==> src/shared/uepr_regs_regs.vh <==
// register indices, field positions and reset values of the endpoint
// register block; byte address on the bus is four times the index
`ifndef UEPR_REGS_REGS_VH
`define UEPR_REGS_REGS_VH
`define UEPR_NUM_EP       3
`define UEPR_FIFO_DEPTH   8
`define UEPR_IDX_FNUM_LO  8'hBA
`define UEPR_IDX_FNUM_HI  8'hBB
`define UEPR_IDX_IRQ_EN   8'hC2
`define UEPR_IDX_EP_SEL   8'hC7
`define UEPR_IDX_STATUS   8'hCE
`define UEPR_IDX_DATA     8'hCF
`define UEPR_IDX_FLUSH    8'hD5
`define UEPR_IDX_BYCNT    8'hE2
`define UEPR_IDX_IRQ_FLAG 8'hF8
`define UEPR_ST_TXDONE    0
`define UEPR_ST_OUTB0     1
`define UEPR_ST_SETUP     2
`define UEPR_ST_STALL     3
`define UEPR_ST_OUTB1     6
`define UEPR_FH_CRCERR    4
`define UEPR_FH_CRCOK     5
`define UEPR_RST_BYTE     8'h00
`define UEPR_RST_EP       3'h0
`define UEPR_RST_SEL      2'h0
`define UEPR_RST_CNT      7'h00
`define UEPR_RST_ST       5'h00
`define UEPR_RST_FHI      3'h0
`endif

==> src/design/uepr_top.v <==
// endpoint register block of a full-speed usb function: flush, irq
// enable/flags, per-endpoint status, fifo data port, byte count, frame
// assumes an 8-bit classic wishbone master and a packet engine that
// gives one-cycle event pulses and streams bytes with valid/ready
`timescale 1ns/1ps
`include "uepr_regs_regs.vh"

module uepr_fifo #(
  parameter WIDTH = 8,
  parameter DEPTH = 8,
  parameter AW    = 3
) (
  input  wire             clk_i,
  input  wire             rst_i,
  input  wire             clr_i,
  input  wire             in_valid_i,
  output wire             in_ready_o,
  input  wire [WIDTH-1:0] in_data_i,
  output wire             out_valid_o,
  input  wire             out_ready_i,
  output wire [WIDTH-1:0] out_data_o
);
  reg  [WIDTH-1:0] mem_reg [0:DEPTH-1];
  reg  [AW-1:0]    wp_reg;
  reg  [AW-1:0]    rp_reg;
  reg  [AW:0]      cnt_reg;
  wire             push;
  wire             pop;

  assign in_ready_o  = (cnt_reg != DEPTH[AW:0]);
  assign out_valid_o = (cnt_reg != {(AW+1){1'b0}});
  assign out_data_o  = mem_reg[rp_reg];
  assign push        = in_valid_i & in_ready_o;
  assign pop         = out_valid_o & out_ready_i;

  always @(posedge clk_i) begin
    if (push) begin
      mem_reg[wp_reg] <= in_data_i;
    end
  end

  always @(posedge clk_i) begin
    if (rst_i || clr_i) begin
      wp_reg  <= {AW{1'b0}};
      rp_reg  <= {AW{1'b0}};
      cnt_reg <= {(AW+1){1'b0}};
    end else begin
      if (push) begin
        wp_reg <= (wp_reg == DEPTH[AW-1:0] - 1'b1) ? {AW{1'b0}}
                                                  : wp_reg + 1'b1;
      end
      if (pop) begin
        rp_reg <= (rp_reg == DEPTH[AW-1:0] - 1'b1) ? {AW{1'b0}}
                                                  : rp_reg + 1'b1;
      end
      if (push && !pop) begin
        cnt_reg <= cnt_reg + 1'b1;
      end else if (pop && !push) begin
        cnt_reg <= cnt_reg - 1'b1;
      end
    end
  end
endmodule

module uepr_top #(
  parameter DEPTH = `UEPR_FIFO_DEPTH,
  parameter AW    = 3
) (
  input  wire        clk_i,
  input  wire        rst_i,
  input  wire        cyc_i,
  input  wire        stb_i,
  input  wire        we_i,
  input  wire [9:0]  adr_i,
  input  wire        sel_i,
  input  wire [7:0]  dat_i,
  output wire [7:0]  dat_o,
  output wire        ack_o,
  output wire        usb_irq_o,
  input  wire [2:0]  ev_tx_done_i,
  input  wire [2:0]  ev_outb0_i,
  input  wire [2:0]  ev_outb1_i,
  input  wire [2:0]  ev_setup_i,
  input  wire [2:0]  ev_stall_crc_i,
  input  wire        rx_valid_i,
  input  wire [1:0]  rx_ep_i,
  input  wire [7:0]  rx_data_i,
  output wire        rx_ready_o,
  input  wire        rx_eop_i,
  input  wire [1:0]  tx_ep_i,
  input  wire        tx_ready_i,
  output wire        tx_valid_o,
  output wire [7:0]  tx_data_o,
  input  wire        sof_valid_i,
  input  wire        sof_crc_ok_i,
  input  wire [10:0] sof_frame_i
);
  reg  [7:0]  dat_reg;
  reg         ack_reg;
  reg  [2:0]  irq_en_reg;
  reg  [2:0]  flush_reg;
  reg  [1:0]  ep_sel_reg;
  reg  [7:0]  fnum_lo_reg;
  reg  [2:0]  fnum_hi_reg;
  reg         crc_ok_reg;
  reg         crc_err_reg;
  reg  [7:0]  rd_next;
  reg  [7:0]  st_rd;
  reg  [7:0]  fhi_rd;
  wire [7:0]  idx;
  wire        req;
  wire        wr;
  wire        sel_ok;
  wire        stall;
  wire        go;
  wire        hit_data;
  wire [2:0]  in_ready;
  wire [2:0]  out_valid;
  wire [23:0] out_data;
  wire [2:0]  flag;
  wire [14:0] st_w;
  wire [20:0] cnt_w;
  wire [2:0]  sw_push;
  wire [2:0]  sw_pop;
  wire [2:0]  rx_take;
  wire [2:0]  tx_take;
  wire [4:0]  st_sel;

  assign idx      = adr_i[9:2];
  assign req      = cyc_i & stb_i & ~ack_reg;
  assign wr       = we_i & sel_i;
  assign hit_data = (idx == `UEPR_IDX_DATA);
  assign sel_ok   = (ep_sel_reg != 2'h3);
  // a data write into a full fifo waits for room rather than dropping
  assign stall    = req & wr & hit_data & sel_ok & ~in_ready[ep_sel_reg];
  assign go       = req & ~stall;
  assign ack_o    = ack_reg;
  assign dat_o    = dat_reg;

  assign usb_irq_o = |(flag & irq_en_reg);

  // the engine is held off an endpoint while software owns that port
  assign rx_ready_o = (rx_ep_i == 2'h3) ? 1'b1 :
                      in_ready[rx_ep_i] & ~sw_push[rx_ep_i];
  assign tx_valid_o = (tx_ep_i == 2'h3) ? 1'b0 :
                      out_valid[tx_ep_i] & ~sw_pop[tx_ep_i];
  assign tx_data_o  = (tx_ep_i == 2'h3) ? 8'h00 : out_data[tx_ep_i*8 +: 8];
  assign st_sel     = sel_ok ? st_w[ep_sel_reg*5 +: 5] : `UEPR_RST_ST;

  genvar i;
  generate
    for (i = 0; i < `UEPR_NUM_EP; i = i + 1) begin : g_ep
      reg  [4:0] st_reg;
      reg  [4:0] st_next;
      reg        flag_reg;
      reg  [6:0] run_reg;
      reg  [6:0] cnt_reg;
      wire       st_wr;
      wire [4:0] st_set;
      wire       fifo_in_v;
      wire [7:0] fifo_in_d;

      assign sw_push[i] = go & wr & hit_data & (ep_sel_reg == i);
      assign sw_pop[i]  = go & ~we_i & hit_data & (ep_sel_reg == i) &
                          out_valid[i];
      assign rx_take[i] = rx_valid_i & (rx_ep_i == i) & in_ready[i] &
                          ~sw_push[i];
      assign tx_take[i] = tx_ready_i & (tx_ep_i == i) & out_valid[i] &
                          ~sw_pop[i];
      assign fifo_in_v  = sw_push[i] | rx_take[i];
      assign fifo_in_d  = sw_push[i] ? dat_i : rx_data_i;
      assign st_wr      = go & wr & (idx == `UEPR_IDX_STATUS) &
                          (ep_sel_reg == i);
      assign st_set     = {ev_outb1_i[i], ev_stall_crc_i[i], ev_setup_i[i],
                           ev_outb0_i[i], ev_tx_done_i[i]};
      assign st_w[i*5 +: 5] = st_reg;
      assign flag[i]        = flag_reg;
      assign cnt_w[i*7 +: 7] = cnt_reg;

      uepr_fifo #(
        .WIDTH (8),
        .DEPTH (DEPTH),
        .AW    (AW)
      ) u_fifo (
        .clk_i       (clk_i),
        .rst_i       (rst_i),
        .clr_i       (flush_reg[i]),
        .in_valid_i  (fifo_in_v),
        .in_ready_o  (in_ready[i]),
        .in_data_i   (fifo_in_d),
        .out_valid_o (out_valid[i]),
        .out_ready_i (sw_pop[i] | tx_take[i]),
        .out_data_o  (out_data[i*8 +: 8])
      );

      // software clears a flag by writing zero; a same-cycle event wins
      always @* begin
        st_next = st_reg;
        if (st_wr) begin
          st_next = st_reg & {dat_i[`UEPR_ST_OUTB1], dat_i[`UEPR_ST_STALL],
                              dat_i[`UEPR_ST_SETUP], dat_i[`UEPR_ST_OUTB0],
                              dat_i[`UEPR_ST_TXDONE]};
        end
        st_next = st_next | st_set;
        if (ev_setup_i[i]) begin
          st_next = 5'h04;
        end
      end

      always @(posedge clk_i) begin
        if (rst_i) begin
          st_reg   <= `UEPR_RST_ST;
          flag_reg <= 1'b0;
        end else begin
          st_reg   <= st_next;
          // flag follows the sources both up and down
          flag_reg <= |st_next;
        end
      end

      always @(posedge clk_i) begin
        if (rst_i || flush_reg[i]) begin
          run_reg <= `UEPR_RST_CNT;
          cnt_reg <= `UEPR_RST_CNT;
        end else if (rx_eop_i && rx_ep_i == i) begin
          cnt_reg <= rx_take[i] ? run_reg + 1'b1 : run_reg;
          run_reg <= `UEPR_RST_CNT;
        end else if (rx_take[i]) begin
          run_reg <= run_reg + 1'b1;
        end
      end
    end
  endgenerate

  // only the five event flags are kept; control bits read as zero
  always @* begin
    st_rd                   = `UEPR_RST_BYTE;
    st_rd[`UEPR_ST_TXDONE]  = st_sel[0];
    st_rd[`UEPR_ST_OUTB0]   = st_sel[1];
    st_rd[`UEPR_ST_SETUP]   = st_sel[2];
    st_rd[`UEPR_ST_STALL]   = st_sel[3];
    st_rd[`UEPR_ST_OUTB1]   = st_sel[4];
  end

  // the frame bits keep the last good value; crc flags track every sof
  always @* begin
    fhi_rd                  = `UEPR_RST_BYTE;
    fhi_rd[2:0]             = fnum_hi_reg;
    fhi_rd[`UEPR_FH_CRCERR] = crc_err_reg;
    fhi_rd[`UEPR_FH_CRCOK]  = crc_ok_reg;
  end

  // reserved bits are constant zero in every read path
  always @* begin
    rd_next = `UEPR_RST_BYTE;
    case (idx)
      `UEPR_IDX_FNUM_LO:  rd_next = fnum_lo_reg;
      `UEPR_IDX_FNUM_HI:  rd_next = fhi_rd;
      `UEPR_IDX_IRQ_EN:   rd_next = {5'h00, irq_en_reg};
      `UEPR_IDX_EP_SEL:   rd_next = {6'h00, ep_sel_reg};
      `UEPR_IDX_STATUS:   rd_next = st_rd;
      `UEPR_IDX_DATA: begin
        if (sel_ok && out_valid[ep_sel_reg]) begin
          rd_next = out_data[ep_sel_reg*8 +: 8];
        end
      end
      `UEPR_IDX_FLUSH:    rd_next = {5'h00, flush_reg};
      `UEPR_IDX_BYCNT: begin
        if (sel_ok) begin
          rd_next = {1'b0, cnt_w[ep_sel_reg*7 +: 7]};
        end
      end
      `UEPR_IDX_IRQ_FLAG: rd_next = {5'h00, flag};
      default:            rd_next = `UEPR_RST_BYTE;
    endcase
  end

  always @(posedge clk_i) begin
    if (rst_i) begin
      ack_reg <= 1'b0;
      dat_reg <= `UEPR_RST_BYTE;
    end else begin
      ack_reg <= go;
      if (go && !we_i) begin
        dat_reg <= rd_next;
      end
    end
  end

  // writes to the flag, count and frame indices fall through: read-only
  always @(posedge clk_i) begin
    if (rst_i) begin
      irq_en_reg <= `UEPR_RST_EP;
      flush_reg  <= `UEPR_RST_EP;
      ep_sel_reg <= `UEPR_RST_SEL;
    end else if (go && wr) begin
      case (idx)
        `UEPR_IDX_IRQ_EN: irq_en_reg <= dat_i[2:0];
        `UEPR_IDX_FLUSH:  flush_reg  <= dat_i[2:0];
        `UEPR_IDX_EP_SEL: ep_sel_reg <= dat_i[1:0];
        default: begin
        end
      endcase
    end
  end

  always @(posedge clk_i) begin
    if (rst_i) begin
      fnum_lo_reg <= `UEPR_RST_BYTE;
      fnum_hi_reg <= `UEPR_RST_FHI;
      crc_ok_reg  <= 1'b0;
      crc_err_reg <= 1'b0;
    end else if (sof_valid_i) begin
      crc_ok_reg  <= sof_crc_ok_i;
      crc_err_reg <= ~sof_crc_ok_i;
      if (sof_crc_ok_i) begin
        fnum_lo_reg <= sof_frame_i[7:0];
        fnum_hi_reg <= sof_frame_i[10:8];
      end
    end
  end
endmodule

==> config.mk <==
export PLATFORM = sky130hd
export DESIGN_NAME = uepr_top
export DESIGN_NICKNAME = d
export VERILOG_FILES = /design/src/design/uepr_top.v
export VERILOG_INCLUDE_DIRS = /design/src /design/src/shared
export SDC_FILE = /design/constraint.sdc
export NUM_CORES = 1
export LEC_CHECK = 0
export BUFFER_PORTS_ARGS = -buffer_cell sky130_fd_sc_hd__clkbuf_2
export CORE_MARGIN = 4
export CORE_UTILIZATION = 50
export DETAILED_ROUTE_END_ITERATION = 16
export PLACE_DENSITY = 0.68
export SYNTH_ARGS = -nofsm -noshare
export SYNTH_HDL_FRONTEND = slang
export SYNTH_SLANG_ARGS = --single-unit
==> constraint.sdc <==
create_clock -name clk_i -period 9 [get_ports clk_i]
set_input_delay 2.7 -clock clk_i [delete_from_list [all_inputs] [get_ports clk_i]]
set_output_delay 2.7 -clock clk_i [all_outputs]
set_load 0.01 [all_outputs]
==> results of run 1 <==
## stage by stage
step,power (W),util (%),instances,hold WS [ns]
6_report,0.00324,58.2,1664,0.454
5_1_grt,0.00335,58.2,1664,0.486
4_1_cts,0.00326,58.2,1664,0.455
3_5_place_dp,0.00187,54.2,1599,0.447
3_3_place_gp,0.00186,54.2,1599,0.446
2_1_floorplan,0.00178,-,1178,0.432
## critical path, delay by kind of cell
kind	cells	cell delay, ns
and+or+nand+nor	3	1.49
AOI/OAI and AO/OA	2	0.49
buffers and inverters	2	0.28
## cell usage after synthesis, drive strengths merged (8+ instances only)
library cell | number | area [um^2]
edfxtp | 192 | 5770
dfxtp | 129 | 2580
nand2 | 96 | 363
a21oi | 89 | 445
nor2 | 78 | 293
mux2i | 58 | 581
o21ai | 53 | 265
clkbuf | 39 | 146
mux4 | 34 | 766
mux2 | 30 | 338
nor3 | 27 | 140
ha | 24 | 300
nand3 | 23 | 120
o22ai | 21 | 131
or3 | 21 | 141
buf | 19 | 91.3
nand2b | 16 | 100
or2 | 15 | 93.8
xnor2 | 15 | 131
nor2b | 12 | 75.1
a31oi | 11 | 68.8
o211ai | 11 | 82.6
and3 | 10 | 62.6
inv | 10 | 37.5
nor4 | 10 | 77.6
xor2 | 10 | 87.6
a22oi | 9 | 67.6
a22o | 8 | 70.1
## routing by layer
layer	vias up	GRT usage [%]	routed length, um
met5	-	0	0
met4	0	7.15	1090
met3	79	4.30	2660
met2	334	36.5	16800
met1	4914	32.7	15600
li1	4669	-	-
## how the worst max path moves through the flow
| stage | from | end | slack [ns] | depth (start not counted) |
|---|---|---|---|---|
| floorplan | adr_i[6] | rx_ready_o | 2.19 | 6 |
| global placement | adr_i[2] | rx_ready_o | 1.42 | 7 |
| detailed placement | adr_i[2] | rx_ready_o | 1.39 | 7 |
| CTS | adr_i[2] | rx_ready_o | 1.39 | 7 |
| global route | adr_i[2] | rx_ready_o | 1.22 | 7 |
| finish | adr_i[6] | rx_ready_o | 1.34 | 7 |
## cells by family (layout without fill, tap and decap cells)
kind of cell    count (synthesis)  in the layout
compound gates                253            253
xor+xnor                       25             25
fa+ha+maj                      27             27
buf+inv                        69            177
flops                         321            321
mux                           122            122
simple gates                  361            361
## cell type report
class	instances	area (um^2)	share of cell area (%)
Inverter	11	41.3	0.253
Timing Repair Buffer	101	548	3.35
Clock buffer	46	980	5.99
Sequential cell	321	8350	51.1
Clock inverter	19	149	0.911
Multi-Input combinational cell	788	5810	35.5
Tap cell	378	473	2.89
## layout by cell type (no fill, tap or decap), types with 8 or more instances in the layout
master / instances
and3_1: 10
a22oi_1: 9
o211ai_1: 11
a22o_1: 8
clkbuf_2: 84
xor2_1: 10
mux2_2: 30
buf_4: 17
nand2b_1: 16
a31oi_1: 11
nor3_1: 23
mux4_2: 34
inv_1: 9
o21ai_0: 52
nor2b_1: 12
edfxtp_1: 192
dfxtp_1: 129
nor2_1: 78
a21oi_1: 89
or3_1: 19
nor4_1: 8
clkinv_2: 8
o22ai_1: 21
xnor2_1: 15
or2_2: 14
ha_1: 24
mux2i_1: 58
nand3_1: 22
nand2_1: 95
clkbuf_16: 37
## power by group
group	switching, W	internal [W]	total [W]
logic	0.000142	0.0000897	0.000232
registers	0.0000254	0.00158	0.00161
clock network	0.000568	0.000829	0.00140
total	0.000736	0.00250	0.00324
==> qor.csv, run 1 <==
stage,metric,value,unit
status,status,"finished, final reports clean",
worst_setup_path,endpoint_kind,output port,
place,portBuffers,84,
cells_and_area,area_delta_synth_final,13.4,%
synthesis,syn_area_per_cell,12.2,um^2
route,vias_per_cell,6.01,
synthesis,synthesis.nets,1272,
cts,cts_resized,0,
sta,setup_viol_count_final,0,
cells_and_area,num_antenna_cells,0,
sta,fin_crit_sh,85.2,%
sta,period_minus_slack,7.66,ns
route,drtIter0Drc,851,
worst_hold_path,hold_path_end,fnum_lo_reg[2],
place,dp.final_hpwl,25600,um
place,placed_area,15200,um^2
route,drc,0,
cts,htreeDepth,2,
route,drt_pre_antenna_iters,5,
sta,rsz0062_at_grt,no,
worst_hold_path,min_from,fnum_lo_reg[2],
floorplan,die_w,178,um
synthesis,synth_adder_area_share,2.50,%
route,routedWlPerCell,21.7,um
worst_setup_path,path_max_fanout,9,
global_routing,grt_pass1_vias,9671,
place,gp_congestion,0.926,
synthesis,synth_top_family_by_area,simple AND/OR/NAND/NOR gates,
worst_hold_path,hold_depth,2,
cts,clock-sinks,321,
cells_and_area,largest_reg_flops,192,
floorplan,dieHeight,178,um
cts,cts_buffers,36,
cells_and_area,drive_gt1_share,20.0,%
place,pre_cts_ws,1.39,ns
route,routed_wl,36200,um
worst_setup_path,crit_chain,clkbuf_2 > nand3b_4 > nor4_1 > nand3_1 > a21oi_1 > a21oi_1 > clkbuf_2,
power,leakagePower,5.63,nW
synthesis,synth_cell_types,83,
route,final_antenna_net_count,0,
worst_setup_path,crit_type,in -> out,
sta,setup_slack,1.34,ns
synthesis,ys_seq_area_share,57.9,%
worst_setup_path,crit_path_top_delay_cell,nand3_1,
floorplan,core,28100,um^2
global_routing,grt_overflow,0,
worst_setup_path,critical-path-max-stage-delay,0.67,ns
cts,tritoncts,done,
worst_setup_path,cp.required,6.30,ns
synthesis,muxShareOfSynthArea,11.7,%
floorplan,num_rows,61,
global_routing,grt_pass1_wl,55800,um
sta,fmax,130,MHz
cts,max-clock-path-buffers,3,
synthesis,synth_xor_area_share,1.52,%
sta,slew_viol_final,0,
synthesis,yosys_warnings,0,
cts,cts_hold_buf,0,
global_routing,antenna_found_initial,0,
synthesis,ys_ff_latch,321,
cells_and_area,finalInstanceArea,16400,um^2
floorplan,dieArea,31600,um^2
sta,finalHoldViolCount,0,
floorplan,io_pins,87,
synthesis,synthCells,1178,
floorplan,start_util,51.3,%
worst_setup_path,worstRegToRegCells,13,
sta,relSlewSlack,18.4,%
worst_setup_path,critical_path_arrival,4.96,ns
global_routing,grt_use_total,23.1,%
sta,worstMarginPinSlew,1.22,ns
sta,tns,0,ns
power,peakVddDrop,0.152,mV
cts,cts.clk_slew.worst_paths,0.06,ns
synthesis,synthFlopType,edfxtp_1,
route,num_vias,9996,
worst_setup_path,start_kind,input port,
global_routing,grt_start_max_net_pins,50,
flow_run,cap_violations,0,
cts,cts_post_setup_buffers_inserted,0,
synthesis,synth_edf_count,192,
synthesis,synthArstFlopShare,0,%
cells_and_area,fill_cells,2370,
synthesis,synth_simple_gate_area_share,13.4,%
worst_setup_path,r2r_slack,3.87,ns
power,p_per_area,198,nW/um^2
worst_setup_path,reg2reg_to,g_ep[0].u_fifo.cnt_reg[3],
synthesis,synth_compound_area_share,11.0,%
worst_setup_path,r2r_start,ep_sel_reg[1],
cells_and_area,fin_nets,1353,
worst_hold_path,hold_path_class,reg -> reg,
sta,fin_skew,0.0253,ns
cts,clock_latency,0.52,ns
cts,clockRootBuffer,clkbuf_16,
synthesis,syn_area,14400,um^2
Power figures use the tool's default switching activity.
==> inputs of run 2 (changes only) <==
Settings changed: BUFFER_PORTS_ARGS -buffer_cell sky130_fd_sc_hd__clkbuf_2 to -buffer_cell sky130_fd_sc_hd__buf_4.
==> run 2 against run 1 <==
  * First-iteration DRC count up 2.2%
  * Critical path depth unchanged
  * Clock skew down 0.010 ns
  * Total power down 0.73%
  * Global-route usage about the same
  * Combinational power up 6%
  * Largest power group unchanged
==> qor.csv, run 2 (synthesis gave the netlist of run 1 again) <==
stage,metric,value,unit,change
power,leakagePower,5.68,nW,was 5.63 nW
cells_and_area,fin_nets,1353,,unchanged
cts,htreeDepth,2,,unchanged
worst_hold_path,hold_path_class,reg -> reg,,unchanged
worst_setup_path,cp.required,6.30,ns,about the same
place,gp_congestion,0.900,,was 0.926
global_routing,grt_start_max_net_pins,50,,unchanged
cts,cts_post_setup_buffers_inserted,0,,unchanged
cells_and_area,fill_cells,2395,,was 2370
sta,fmax,131,MHz,was 130 MHz
cells_and_area,largest_reg_flops,192,,unchanged
worst_setup_path,cp_num_buf_inv,2,,unchanged
route,drc,0,,unchanged
floorplan,die_w,178,um,unchanged
cells_and_area,drive_gt1_share,19.9,%,was 20.0%
route,vias_per_cell,6.01,,about the same
sta,relSlewSlack,22.4,%,was 18.4%
cts,max-clock-path-buffers,3,,unchanged
worst_setup_path,endpoint_kind,output port,,unchanged
cts,cts_hold_buf,0,,unchanged
floorplan,dieArea,31600,um^2,unchanged
global_routing,grt_overflow,0,,unchanged
sta,tns,0,ns,unchanged
worst_setup_path,r2r_slack,5.07,ns,was 3.87 ns
worst_setup_path,critical_path_arrival,4.91,ns,was 4.96 ns
global_routing,grt_pass1_vias,9761,,was 9671
worst_setup_path,critical-path-max-stage-delay,0.66,ns,was 0.67 ns
floorplan,core,28100,um^2,unchanged
sta,finalHoldViolCount,0,,unchanged
cts,cts_buffers,35,,was 36
route,routedWlPerCell,21.9,um,was 21.7 um
worst_setup_path,path_max_fanout,9,,unchanged
worst_setup_path,crit_path_top_delay_cell,nand3_1,,unchanged
floorplan,num_rows,61,,unchanged
sta,setup_viol_count_final,0,,unchanged
floorplan,io_pins,87,,unchanged
route,wl_met1,15700,um,was 15600 um
cts,cts_resized,0,,unchanged
worst_setup_path,worstRegToRegCells,15,,was 13
route,routed-wl-met2,17300,um,was 16800 um
global_routing,antenna_found_initial,0,,unchanged
worst_setup_path,crit_chain,buf_4 > nand3b_4 > nor4_1 > nand3_1 > a21oi_1 > a21oi_1 > buf_4,,was clkbuf_2 > nand3b_4 > nor4_1 > nand3_1 > a21oi_1 > a21oi_1 > clkbuf_2
power,peakVddDrop,0.144,mV,was 0.152 mV
power,p_per_area,194,nW/um^2,was 198 nW/um^2
worst_setup_path,r2r_start,ep_sel_reg[0],,was ep_sel_reg[1]
cts,tritoncts,done,,unchanged
worst_setup_path,reg2reg_to,g_ep[0].u_fifo.cnt_reg[3],,unchanged
worst_hold_path,hold_depth,2,,unchanged
cts,clockRootBuffer,clkbuf_16,,unchanged
status,status,"finished, final reports clean",,unchanged
sta,slew_viol_final,0,,unchanged
cts,clock_latency,0.51,ns,was 0.52 ns
sta,rsz0062_at_grt,no,,unchanged
route,top_layer_used,met4,,unchanged
route,num_vias,9982,,was 9996
route,routed_wl,36500,um,was 36200 um
place,dp.final_hpwl,25800,um,was 25600 um
sta,period_minus_slack,7.61,ns,was 7.66 ns
worst_setup_path,crit_type,in -> out,,unchanged
cells_and_area,area_delta_synth_final,14.7,%,was 13.4%
route,drtIter0Drc,870,,was 851
route,final_antenna_net_count,0,,unchanged
sta,setup_slack,1.39,ns,was 1.34 ns
floorplan,start_util,51.3,%,unchanged
sta,fin_skew,0.0148,ns,was 0.0253 ns
flow_run,cap_violations,0,,unchanged
cts,cts.clk_slew.worst_paths,0.05,ns,was 0.06 ns
sta,worstMarginPinSlew,1.15,ns,was 1.22 ns
global_routing,grt_pass1_wl,55900,um,was 55800 um
cells_and_area,final_common_cell,edfxtp_1,,unchanged
cells_and_area,final_cell_mix,"edfxtp_1, dfxtp_1, buf_4",,"was edfxtp_1, dfxtp_1, nand2_1"
worst_setup_path,crit_family,simple AND/OR/NAND/NOR gates,,unchanged
sta,fin_crit_sh,84.6,%,was 85.2%
place,pre_cts_ws,1.39,ns,about the same
route,dr_wl_met3,2530,um,was 2660 um
global_routing,grt_use_total,23.1,%,about the same
cts,clock-sinks,321,,unchanged
worst_hold_path,hold_path_end,fnum_hi_reg[2],,was fnum_lo_reg[2]
place,portBuffers,84,,unchanged
worst_setup_path,start_kind,input port,,unchanged
floorplan,dieHeight,178,um,unchanged
worst_hold_path,min_from,fnum_hi_reg[2],,was fnum_lo_reg[2]
route,drt_pre_antenna_iters,5,,unchanged
cells_and_area,num_antenna_cells,0,,unchanged
[run 2: cell types whose count changed in the layout (fill, tap and decap cells not counted), sizes merged]
cell / change
clkbuf: -90
buf: +85
clkinv: +6
inv: -3
[run 2: layout make-up]
| class | instances | area, um^2 | share of cell area, % |
|---|---|---|---|
| sequential | 321 | 8350 | 50.5 |
| timing repair buffer | 102 | 766 | 4.63 |
| clock inverter | 22 | 156 | 0.946 |
| tap | 378 | 473 | 2.86 |
| multi-input combinational | 788 | 5810 | 35.2 |
| clock buffer | 40 | 937 | 5.67 |
| inverter | 11 | 41.3 | 0.250 |
[run 2: through the flow]
step	hold WS, ns	utilization (%)	power, W	instances	area, um^2
finish	0.454	58.9	0.00321	1662	16500
global route	0.465	58.9	0.00332	1662	16500
CTS	0.454	58.9	0.00323	1662	16500
detailed placement	0.446	55.0	0.00188	1600	15400
global placement	0.444	55.0	0.00187	1600	15400
floorplan	0.432	-	0.00178	1178	14400
[run 2: how the worst max path moves through the flow]
stage	from	to	slack, ns	depth (start not counted)
2_1_floorplan	adr_i[6]	rx_ready_o	2.19	6
3_3_place_gp	adr_i[6]	rx_ready_o	1.42	7
3_5_place_dp	adr_i[6]	rx_ready_o	1.39	7
4_1_cts	adr_i[6]	rx_ready_o	1.37	7
5_1_grt	cyc_i	rx_ready_o	1.21	7
6_report	adr_i[6]	rx_ready_o	1.39	7
[run 2: layer usage]
metal / up-vias / global-route usage (%)
met1: 4918 / 32.1
met2: 335 / 38.1
met5: - / 0
met4: 0 / 6.57
li1: 4664 / -
met3: 65 / 3.22
[run 2: worst min-delay path: stages, from the launching register on]
cell	delay (ns)
dfxtp_1	0.30
nand2_1	0.05
a21oi_1	0.05
[run 2: where the power goes]
group	internal (W)	switching, W
Clock	0.000803	0.000558
Sequential	0.00158	0.0000249
Combinational	0.000100	0.000144
